`src/hw/nab_pkg.sv`:
```
// Purpose: shared constants and types of the nibble alu
// Assumes: 4-bit data path, one core clock
// Notes: flag reset values and status word bit order live here
package nab_pkg;
  // ***********************************
  // widths and arithmetic constants
  // ***********************************
  localparam int DATA_W = 4;
  localparam logic [4:0] DEC_TEN = 5'h0a;
  localparam logic [4:0] DEC_TWENTY = 5'h14;
  localparam logic [4:0] NIB_MAX = 5'h0f;
  localparam logic [3:0] NIB_ZERO = 4'h0;
  // cycles from an accepted request to its done pulse
  localparam int EXEC_CYCLES = 2;
  // ***********************************
  // status word bit positions
  // ***********************************
  localparam int PSW_Z = 0;
  localparam int PSW_CARRY = 1;
  localparam int PSW_NO_STORE = 2;
  localparam int PSW_BCD = 3;
  // ***********************************
  // flag reset values
  // ***********************************
  localparam logic RST_Z = 1'b0;
  localparam logic RST_CARRY = 1'b0;
  localparam logic RST_NO_STORE = 1'b0;
  localparam logic RST_BCD = 1'b0;
  // ***********************************
  // operations and operand forms
  // ***********************************
  typedef enum logic [3:0] {
    OP_ADD, OP_ADD_CARRY, OP_SUB, OP_SUB_BORROW,
    OP_OR, OP_AND, OP_XOR,
    OP_SKIP_ONES, OP_SKIP_ZEROS,
    OP_SKIP_EQ, OP_SKIP_NE, OP_SKIP_GE, OP_SKIP_LT,
    OP_ROT_RIGHT
  } nab_op_t;
  typedef enum logic {FORM_RM, FORM_MI} nab_form_t;
endpackage

```
`src/hw/nab_adj_if.sv`:
```
// Purpose: carries a raw result to the decimal corrector and back
// Assumes: purely combinational path
// Notes: raw is five bits, sum or two's complement difference
`timescale 1ns/1ns
`default_nettype none
interface nab_adj_if;
  logic [4:0] raw;
  logic sub;
  logic dec;
  logic [3:0] res;
  logic carry;
  modport calc (input raw, input sub, input dec, output res, output carry);
  modport user (output raw, output sub, output dec, input res, input carry);
endinterface
`default_nettype wire

```
`src/hw/nab_alu.sv`:
```
// Purpose: 4-bit alu with binary/decimal arithmetic and skip logic
// Assumes: sequencer holds operands valid while exec_i is high
// Notes: one request per two cycles; busy requests are ignored
//
// Behaviour
// - decimal flag clear gives plain binary add and subtract
// - decimal flag set gives decimal corrected add and subtract
// - binary result is value mod 16, carry on overflow or borrow
// - decimal sums 10..19 give carry and sum minus ten
// - decimal sums of twenty or more give carry and codes 1010 up
// - decimal differences outside -10..9 give carry and fixed codes
// - operands are latched into temporary registers a and b first
// - first operand from register or memory, second memory or immediate
// - rotate uses only the first operand, a general register
// - arithmetic, logic and rotate write back to first operand
// - bit and compare tests write nothing and decide a skip
// - arithmetic obeys both decimal and no-store flags
// - logic ignores mode flags and keeps zero and carry
// - every bit test clears the no-store flag
// - add, add with carry, subtract, subtract with borrow exist
// - arithmetic forms are register-memory or memory-immediate
// - no-store decides write back whatever the decimal mode
// - no-store set suppresses write back but flags still update
// - zero set on 0000, kept on 0000 under no-store, else cleared
// - carry variants inject the carry flag as least significant input
// - rotate puts old carry in bit 3 and bit 0 into carry
`timescale 1ns/1ns
`default_nettype none
module nab_alu #(
  parameter int DATA_W = nab_pkg::DATA_W
) (
  // clock and reset
  input wire logic mclk_i,
  input wire logic reset_i,
  // instruction request
  input wire logic exec_i,
  input wire nab_pkg::nab_op_t op_i,
  input wire nab_pkg::nab_form_t form_i,
  input wire logic [3:0] gr_data_i,
  input wire logic [3:0] mem_data_i,
  input wire logic [3:0] immediate_nibble_i,
  // direct status word write
  input wire logic psw_wr_i,
  input wire logic [3:0] psw_wdata_i,
  // results
  output logic done_o,
  output logic wb_gr_o,
  output logic wb_mem_o,
  output logic [3:0] wb_data_o,
  output logic skip_o,
  // program_status_word flags
  output logic [3:0] program_status_word_o
);
  // ***********************************
  // elaboration check
  // ***********************************
  if (DATA_W != 4) begin : g_width_check
    $error("nab_alu serves only a 4-bit data path");
  end

  typedef enum logic {ST_IDLE, ST_EXEC} nab_state_t;

  nab_state_t state;
  nab_pkg::nab_op_t op_q;
  nab_pkg::nab_form_t form_q;
  logic [3:0] tmp_a;
  logic [3:0] tmp_b;
  logic z_flag;
  logic carry_flag;
  logic no_store_flag;
  logic decimal_flag;

  // ***********************************
  // request acceptance and operand pick
  // ***********************************
  wire logic accept;
  wire logic is_rot_in;
  wire logic is_bit_in;
  wire logic [3:0] next_a;
  wire logic [3:0] next_b;
  assign accept = exec_i && (state == ST_IDLE);
  assign is_rot_in = (op_i == nab_pkg::OP_ROT_RIGHT);
  assign is_bit_in = (op_i == nab_pkg::OP_SKIP_ONES) ||
                     (op_i == nab_pkg::OP_SKIP_ZEROS);
  assign next_a = is_rot_in ? gr_data_i :
                  (is_bit_in || form_i == nab_pkg::FORM_MI) ?
                  mem_data_i : gr_data_i;
  assign next_b = is_rot_in ? nab_pkg::NIB_ZERO :
                  (is_bit_in || form_i == nab_pkg::FORM_MI) ?
                  immediate_nibble_i : mem_data_i;

  always_ff @(posedge mclk_i) begin
    if (reset_i) begin
      state <= ST_IDLE;
    end else begin
      case (state)
        ST_IDLE: state <= accept ? ST_EXEC : ST_IDLE;
        ST_EXEC: state <= ST_IDLE;
        default: state <= ST_IDLE;
      endcase
    end
  end

  always_ff @(posedge mclk_i) begin
    if (reset_i) begin
      tmp_a <= nab_pkg::NIB_ZERO;
      tmp_b <= nab_pkg::NIB_ZERO;
      op_q <= nab_pkg::OP_ADD;
      form_q <= nab_pkg::FORM_RM;
    end else if (accept) begin
      tmp_a <= next_a;
      tmp_b <= next_b;
      op_q <= op_i;
      form_q <= is_rot_in ? nab_pkg::FORM_RM : form_i;
    end
  end

  // ***********************************
  // operation decode
  // ***********************************
  wire logic is_arith;
  wire logic is_sub;
  wire logic use_carry;
  wire logic is_logic;
  wire logic is_bit;
  wire logic is_compare;
  wire logic is_rot;
  assign is_arith = (op_q == nab_pkg::OP_ADD) ||
                    (op_q == nab_pkg::OP_ADD_CARRY) ||
                    (op_q == nab_pkg::OP_SUB) ||
                    (op_q == nab_pkg::OP_SUB_BORROW);
  assign is_sub = (op_q == nab_pkg::OP_SUB) ||
                  (op_q == nab_pkg::OP_SUB_BORROW);
  assign use_carry = (op_q == nab_pkg::OP_ADD_CARRY) ||
                     (op_q == nab_pkg::OP_SUB_BORROW);
  assign is_logic = (op_q == nab_pkg::OP_OR) ||
                    (op_q == nab_pkg::OP_AND) ||
                    (op_q == nab_pkg::OP_XOR);
  assign is_bit = (op_q == nab_pkg::OP_SKIP_ONES) ||
                  (op_q == nab_pkg::OP_SKIP_ZEROS);
  assign is_compare = (op_q == nab_pkg::OP_SKIP_EQ) ||
                      (op_q == nab_pkg::OP_SKIP_NE) ||
                      (op_q == nab_pkg::OP_SKIP_GE) ||
                      (op_q == nab_pkg::OP_SKIP_LT);
  assign is_rot = (op_q == nab_pkg::OP_ROT_RIGHT);

  // ***********************************
  // arithmetic path
  // ***********************************
  wire logic [4:0] cin;
  wire logic [4:0] raw_sum;
  wire logic [4:0] raw_dif;
  assign cin = {4'h0, use_carry & carry_flag};
  // five-bit true result, bit 4 is carry or borrow
  assign raw_sum = {1'b0, tmp_a} + {1'b0, tmp_b} + cin;
  assign raw_dif = {1'b0, tmp_a} - {1'b0, tmp_b} - cin;

  nab_adj_if adj ();
  assign adj.raw = is_sub ? raw_dif : raw_sum;
  assign adj.sub = is_sub;
  assign adj.dec = decimal_flag;

  nab_dec_adjust u_adjust (
    .adj(adj)
  );

  // ***********************************
  // logic, rotate and tests
  // ***********************************
  logic [3:0] logic_res;
  always_comb begin
    case (op_q)
      nab_pkg::OP_OR: logic_res = tmp_a | tmp_b;
      nab_pkg::OP_AND: logic_res = tmp_a & tmp_b;
      default: logic_res = tmp_a ^ tmp_b;
    endcase
  end

  logic test_true;
  always_comb begin
    case (op_q)
      nab_pkg::OP_SKIP_ONES: test_true = ((tmp_a & tmp_b) == tmp_b);
      nab_pkg::OP_SKIP_ZEROS:
        test_true = ((tmp_a & tmp_b) == nab_pkg::NIB_ZERO);
      nab_pkg::OP_SKIP_EQ: test_true = (tmp_a == tmp_b);
      nab_pkg::OP_SKIP_NE: test_true = (tmp_a != tmp_b);
      nab_pkg::OP_SKIP_GE: test_true = (tmp_a >= tmp_b);
      nab_pkg::OP_SKIP_LT: test_true = (tmp_a < tmp_b);
      default: test_true = 1'b0;
    endcase
  end

  wire logic [3:0] rot_res;
  assign rot_res = {carry_flag, tmp_a[3:1]};

  wire logic [3:0] result;
  assign result = is_arith ? adj.res :
                  is_rot ? rot_res : logic_res;

  // ***********************************
  // next flags and write back
  // ***********************************
  wire logic finish;
  wire logic stores;
  wire logic next_z;
  wire logic next_carry;
  wire logic next_no_store;
  wire logic next_bcd;
  assign finish = (state == ST_EXEC);
  // no-store gates storing in both modes
  assign stores = is_logic || is_rot || (is_arith && !no_store_flag);
  assign next_z = !is_arith ? z_flag :
                  (adj.res != nab_pkg::NIB_ZERO) ? 1'b0 :
                  (no_store_flag ? z_flag : 1'b1);
  assign next_carry = is_arith ? adj.carry :
                      is_rot ? tmp_a[0] : carry_flag;
  assign next_no_store = is_bit ? 1'b0 : no_store_flag;
  assign next_bcd = decimal_flag;

  // flags land with the done pulse
  always_ff @(posedge mclk_i) begin
    if (reset_i) begin
      z_flag <= nab_pkg::RST_Z;
      carry_flag <= nab_pkg::RST_CARRY;
      no_store_flag <= nab_pkg::RST_NO_STORE;
      decimal_flag <= nab_pkg::RST_BCD;
    end else if (finish) begin
      z_flag <= next_z;
      carry_flag <= next_carry;
      no_store_flag <= next_no_store;
      decimal_flag <= next_bcd;
    end else if (psw_wr_i) begin
      z_flag <= psw_wdata_i[nab_pkg::PSW_Z];
      carry_flag <= psw_wdata_i[nab_pkg::PSW_CARRY];
      no_store_flag <= psw_wdata_i[nab_pkg::PSW_NO_STORE];
      decimal_flag <= psw_wdata_i[nab_pkg::PSW_BCD];
    end
  end

  always_ff @(posedge mclk_i) begin
    if (reset_i) begin
      done_o <= 1'b0;
      wb_gr_o <= 1'b0;
      wb_mem_o <= 1'b0;
      wb_data_o <= nab_pkg::NIB_ZERO;
      skip_o <= 1'b0;
    end else begin
      done_o <= finish;
      wb_gr_o <= finish && stores && (form_q == nab_pkg::FORM_RM);
      wb_mem_o <= finish && stores && (form_q == nab_pkg::FORM_MI);
      wb_data_o <= finish ? result : wb_data_o;
      skip_o <= finish && (is_bit || is_compare) && test_true;
    end
  end

  always_comb begin
    program_status_word_o = 4'h0;
    program_status_word_o[nab_pkg::PSW_Z] = z_flag;
    program_status_word_o[nab_pkg::PSW_CARRY] = carry_flag;
    program_status_word_o[nab_pkg::PSW_NO_STORE] = no_store_flag;
    program_status_word_o[nab_pkg::PSW_BCD] = decimal_flag;
  end

  // ***********************************
  // assertions
  // ***********************************
  wire logic [4:0] chk_sum;
  assign chk_sum = {1'b0, tmp_a} + {1'b0, tmp_b};

  property p_bin_add;
    @(posedge mclk_i) disable iff (reset_i)
    done_o && op_q == nab_pkg::OP_ADD && !$past(decimal_flag)
    |-> wb_data_o == chk_sum[3:0] && carry_flag == chk_sum[4];
  endproperty
  a_bin_add: assert property (p_bin_add)
    else $error("binary add result or carry wrong");

  property p_dec_add;
    @(posedge mclk_i) disable iff (reset_i)
    done_o && op_q == nab_pkg::OP_ADD && $past(decimal_flag) &&
    chk_sum >= 5'h0a && chk_sum <= 5'h13
    |-> carry_flag && wb_data_o == 4'(chk_sum - 5'h0a);
  endproperty
  a_dec_add: assert property (p_dec_add)
    else $error("decimal add correction wrong");

  property p_no_store;
    @(posedge mclk_i) disable iff (reset_i)
    done_o && is_arith && $past(no_store_flag)
    |-> !wb_gr_o && !wb_mem_o;
  endproperty
  a_no_store: assert property (p_no_store)
    else $error("arithmetic stored under no-store");

  property p_logic_flags;
    @(posedge mclk_i) disable iff (reset_i)
    done_o && is_logic
    |-> carry_flag == $past(carry_flag) && z_flag == $past(z_flag);
  endproperty
  a_logic_flags: assert property (p_logic_flags)
    else $error("logic operation changed a flag");

  property p_bit_clear;
    @(posedge mclk_i) disable iff (reset_i)
    done_o && is_bit
    |-> !no_store_flag ##1 (!no_store_flag || $past(psw_wr_i));
  endproperty
  a_bit_clear: assert property (p_bit_clear)
    else $error("bit test left no-store set");

  property p_rotate;
    @(posedge mclk_i) disable iff (reset_i)
    done_o && is_rot
    |-> wb_gr_o && wb_data_o == {$past(carry_flag), tmp_a[3:1]} &&
        carry_flag == tmp_a[0];
  endproperty
  a_rotate: assert property (p_rotate)
    else $error("rotate through carry wrong");

  property p_zero_keep;
    @(posedge mclk_i) disable iff (reset_i)
    done_o && is_arith && $past(no_store_flag) && wb_data_o == 4'h0
    |-> z_flag == $past(z_flag);
  endproperty
  a_zero_keep: assert property (p_zero_keep)
    else $error("zero flag not kept under no-store");

  property p_latency;
    @(posedge mclk_i) disable iff (reset_i)
    accept |=> !done_o ##1 done_o;
  endproperty
  a_latency: assert property (p_latency)
    else $error("done not two cycles after request");

  property p_test_nowb;
    @(posedge mclk_i) disable iff (reset_i)
    done_o && (is_bit || is_compare) |-> !wb_gr_o && !wb_mem_o;
  endproperty
  a_test_nowb: assert property (p_test_nowb)
    else $error("test instruction wrote data");
endmodule // nab_alu
`default_nettype wire

```
`src/hw/nab_dec_adjust.sv`:
```
// Purpose: binary or decimal correction of a raw alu result
// Assumes: raw sums 0..31, raw differences -16..15
// Notes: out-of-range decimal codes follow a fixed table
`timescale 1ns/1ns
`default_nettype none
module nab_dec_adjust (
  nab_adj_if.calc adj
);
  // ***********************************
  // correction tables
  // ***********************************
  // returns {carry, nibble}
  // sums ten to thirty-one
  function automatic logic [4:0] add_fix(input logic [4:0] s);
    logic [4:0] t;
    t = s - nab_pkg::DEC_TEN;
    if (s < nab_pkg::DEC_TEN) begin
      add_fix = s;
    end else if (s < nab_pkg::DEC_TWENTY) begin
      add_fix = {1'b1, t[3:0]};
    end else begin
      case (s)
        5'h14, 5'h18: add_fix = 5'h1e;
        5'h15, 5'h19: add_fix = 5'h1f;
        5'h16, 5'h1a, 5'h1e: add_fix = 5'h1c;
        5'h17, 5'h1b, 5'h1f: add_fix = 5'h1d;
        5'h1c: add_fix = 5'h1a;
        default: add_fix = 5'h1b;
      endcase
    end
  endfunction

  function automatic logic [4:0] sub_fix(input logic [4:0] d);
    logic [4:0] t;
    t = d + nab_pkg::DEC_TEN;
    if (d < nab_pkg::DEC_TEN) begin
      sub_fix = d;
    end else if (d >= 5'h16) begin
      sub_fix = {1'b1, t[3:0]};
    end else begin
      case (d)
        5'h0a, 5'h0e, 5'h12: sub_fix = 5'h1c;
        5'h0b, 5'h0f, 5'h13: sub_fix = 5'h1d;
        5'h0c, 5'h10, 5'h14: sub_fix = 5'h1e;
        default: sub_fix = 5'h1f;
      endcase
    end
  endfunction

  // ***********************************
  // selection
  // ***********************************
  wire logic [4:0] fixed;
  assign fixed = !adj.dec ? adj.raw :
                 adj.sub ? sub_fix(adj.raw) : add_fix(adj.raw);
  assign adj.res = fixed[3:0];
  assign adj.carry = fixed[4];
endmodule // nab_dec_adjust
`default_nettype wire

```
`config.mk`:
```
export PLATFORM = sky130hd
export DESIGN_NAME = nab_alu
export DESIGN_NICKNAME = d
export VERILOG_FILES = /design/src/hw/nab_pkg.sv /design/src/hw/nab_adj_if.sv /design/src/hw/nab_alu.sv /design/src/hw/nab_dec_adjust.sv
export SDC_FILE = /design/constraint.sdc
export NUM_CORES = 1
export LEC_CHECK = 0
export BUFFER_PORTS_ARGS = -buffer_cell sky130_fd_sc_hd__buf_4
export CAP_MARGIN = 5
export CORE_MARGIN = 4
export CORE_UTILIZATION = 40
export CTS_BUF_LIST = sky130_fd_sc_hd__clkbuf_16
export DETAILED_ROUTE_END_ITERATION = 6
export PLACE_DENSITY = 0.68
export SYNTH_ARGS = -nofsm -noshare
export SYNTH_HDL_FRONTEND = slang
export SYNTH_SLANG_ARGS = --single-unit
```
`constraint.sdc`:
```
create_clock -name mclk_i -period 5.2 [get_ports mclk_i]
set_input_delay 0.78 -clock mclk_i [delete_from_list [all_inputs] [get_ports mclk_i]]
set_output_delay 0.78 -clock mclk_i [all_outputs]
set_load 0.1 [all_outputs]
```
==> run metrics <==
status finished clean; Setup Crit Path Kind register to register; endpoints failing hold 0; # rows 28; worst skew pair latency between 200 and 300 ps; Worst Setup End Kind register; cts hold-fix bufs 0; Post-DRT Antenna Nets 0; syn_area_per_cell 7.71 sq um; Core Area 6060 sq um; maximum vdd ir drop 173 uV; via count between 2k and 2.5k; syn_nets between 300 and 400; Max Buffers Root-to-Sink 2; reg2reg start op_q[2]; vias in the first global route 2291; setup slack after layout 1050 ps; Setup Buffers After CTS 0; largest net degree at the start of global routing 25; Seq cells post-synth 26; Netlist Area Pre-Place 2550 sq um; reg-to-reg endpoint z_flag; setup_tns 0 ps; reg2reg path depth 16; fin crit period approximately 4100 ps; endpoints failing setup 0; startpoint types register; synth-to-layout area growth 14.8%; fillcell total 620; first-pass GRT wire length roughly 11000 um; nets 407; first drt pass iteration count 4; I/O Pins 37; fmax between 0.2 and 0.25 GHz; Leak ~1.2 nW; Hold Path Origin form_q; Primary FF master, synth dfxtp_1; min-delay worst type register to register; Worst Hold Depth 1; synth cell count leaders nor2_1 (43), a21oi_1 (26), dfxtp_1 (26), ha_1 (26), nand2_1 (22); initial core utilization 42.1%; worst-margin pin slew slightly above 900 ps; antenna violations before repair 0; WP data required 5350 ps; Slew Viols, Final 0; # DRC 0; max capacitance violation total 0; Distinct cells, synth 63; top cell type by total area after synthesis dfxtp_1; drt initial violations 121; clk slew on worst S/H paths 70 ps; FFs w/ async S/R, synth 0%; gr usage total about 17%; n_diodes 0; H-Tree Depth 1; Worst Hold Path EP wb_gr_o; Post-synth EDFFs 0; vias per std cell 5.70; wire per inst 14.8 um; Total Routed Length between 6000 and 7000 um; clock buffer count from CTS 3; Crit Path Max Fanout 15; Die ar. 7720 sq um; grt ovf 0; top post-synthesis cells by area dfxtp_1 (20%), ha_1 (13%), nor2_1 (6.3%); Warnings, synthesis 0; TritonCTS clock tree done; post-synthesis sequential area ratio about a fifth; RePlAce Congestion 0.871; Max-Slew Margin vs Limit 39.3%; RSZ-0062 raised after global routing false; Clock Sinks 26; count leader, synth nor2_1; Arr. time, crit path 4300 ps; post-CTS sizing 0; HPWL Detailed 4930 um; Die Ht 87.9 um; skew final 3.69 ps; Port Buffers 36; Tcrit/Tclk final 79.8%; Cells after Synth between 300 and 400; Root Driver clkbuf_16; top-area cell type share of the netlist area just over 20%; layout cells sized above 1 between 15 and 20%; FF-to-FF setup slack roughly 1100 ps; PD cells 262 nW/um^2; Die Wd slightly below 90 um; Placement Setup Slack 1090 ps
==> registers in the layout (all words and copies together) (netlist names) <==
signal,cells
wb_gr_o,1
wb_data_o,4
form_q,1
op_q,4
skip_o,1
tmp_a,4
z_flag,1
wb_mem_o,1
no_store_flag,1
carry_flag,1
adj.dec,1
tmp_b,4
finish,1
done_o,1
==> layer usage <==
layer  track usage, %  routed length (um)
met2             27.5                2920
met5                0                   0
met3             2.73                 278
met4             6.42                 163
met1             23.0                2940
==> how the worst max path moves through the flow <==
stage                 start            to  slack, ps  cells past startpoint
floorplan           op_q[3]        z_flag       1130                     17
global placement    op_q[2]        z_flag       1170                     16
detailed placement  op_q[2]        z_flag       1090                     16
CTS                 op_q[2]        z_flag       1070                     16
global route        op_q[2]  wb_data_o[2]        560                     15
finish              op_q[2]        z_flag       1050                     16
==> where the power goes <==
| part | total, mW | internal [mW] | switching [mW] |
|---|---|---|---|
| registers | 0.232 | 0.212 | 0.0204 |
| logic | 0.307 | 0.114 | 0.192 |
| clock network | 0.229 | 0.153 | 0.0757 |
| total | 0.768 | 0.480 | 0.289 |
==> worst max-delay path: stages, from the launching register on <==
cell	delay (ps)
dfxtp_1	590
nor2_1	190
nand3_1	150
inv_1	60
fa_1	380
inv_1	80
fa_1	400
nor2_1	110
a21o_1	250
inv_1	140
ha_1	310
o31a_1	380
a2111oi_0	360
nor4_1	120
and4b_1	260
nand3_1	100
mux2i_1	140
==> placed cells by master, fill, tap and decap left out, drive strengths merged, types with 4 or more instances in the layout <==
| master | n |
|---|---|
| fa | 4 |
| a21oi | 27 |
| o21ai | 15 |
| nand2b | 12 |
| o22ai | 4 |
| mux2i | 14 |
| inv | 22 |
| nand2 | 22 |
| buf | 38 |
| nor2 | 43 |
| a211oi | 9 |
| a2111oi | 4 |
| o211ai | 5 |
| ha | 26 |
| nor3 | 8 |
| nand3 | 10 |
| dfxtp | 26 |
==> kinds of logic after synthesis <==
| group | after synthesis | share of synthesized area (%) |
|---|---|---|
| fa+ha+maj | 30 | 15.9 |
| mux | 16 | 6.37 |
| flops | 26 | 20.4 |
| xor+xnor | 1 | 0.343 |
| simple gates | 117 | 22.5 |
| buf+inv | 44 | 7.45 |
| compound gates | 97 | 27.1 |
==> per-stage QoR <==
stage               hold slack, ps  area [sq um]  total power, mW  util, %  cells
floorplan                      414          2550            0.470        -    331
global placement               444          2820            0.537     46.6    422
detailed placement             444          2820            0.541     46.6    422
CTS                            456          2930            0.768     48.3    426
global route                   478          2930            0.814     48.3    426
finish                         459          2930            0.768     48.3    426
==> layout make-up <==
class / instances / area, sq um / area share (%)
tap: 75 / 93.8 / 3.20
multi-input combinational: 261 / 1840 / 62.9
clock buffer: 3 / 75.1 / 2.56
timing repair buffer: 38 / 285 / 9.74
sequential: 26 / 520 / 17.8
inverter: 22 / 82.6 / 2.82
clock inverter: 1 / 30.0 / 1.03
Note: power is estimated with default switching activity, not from simulation.
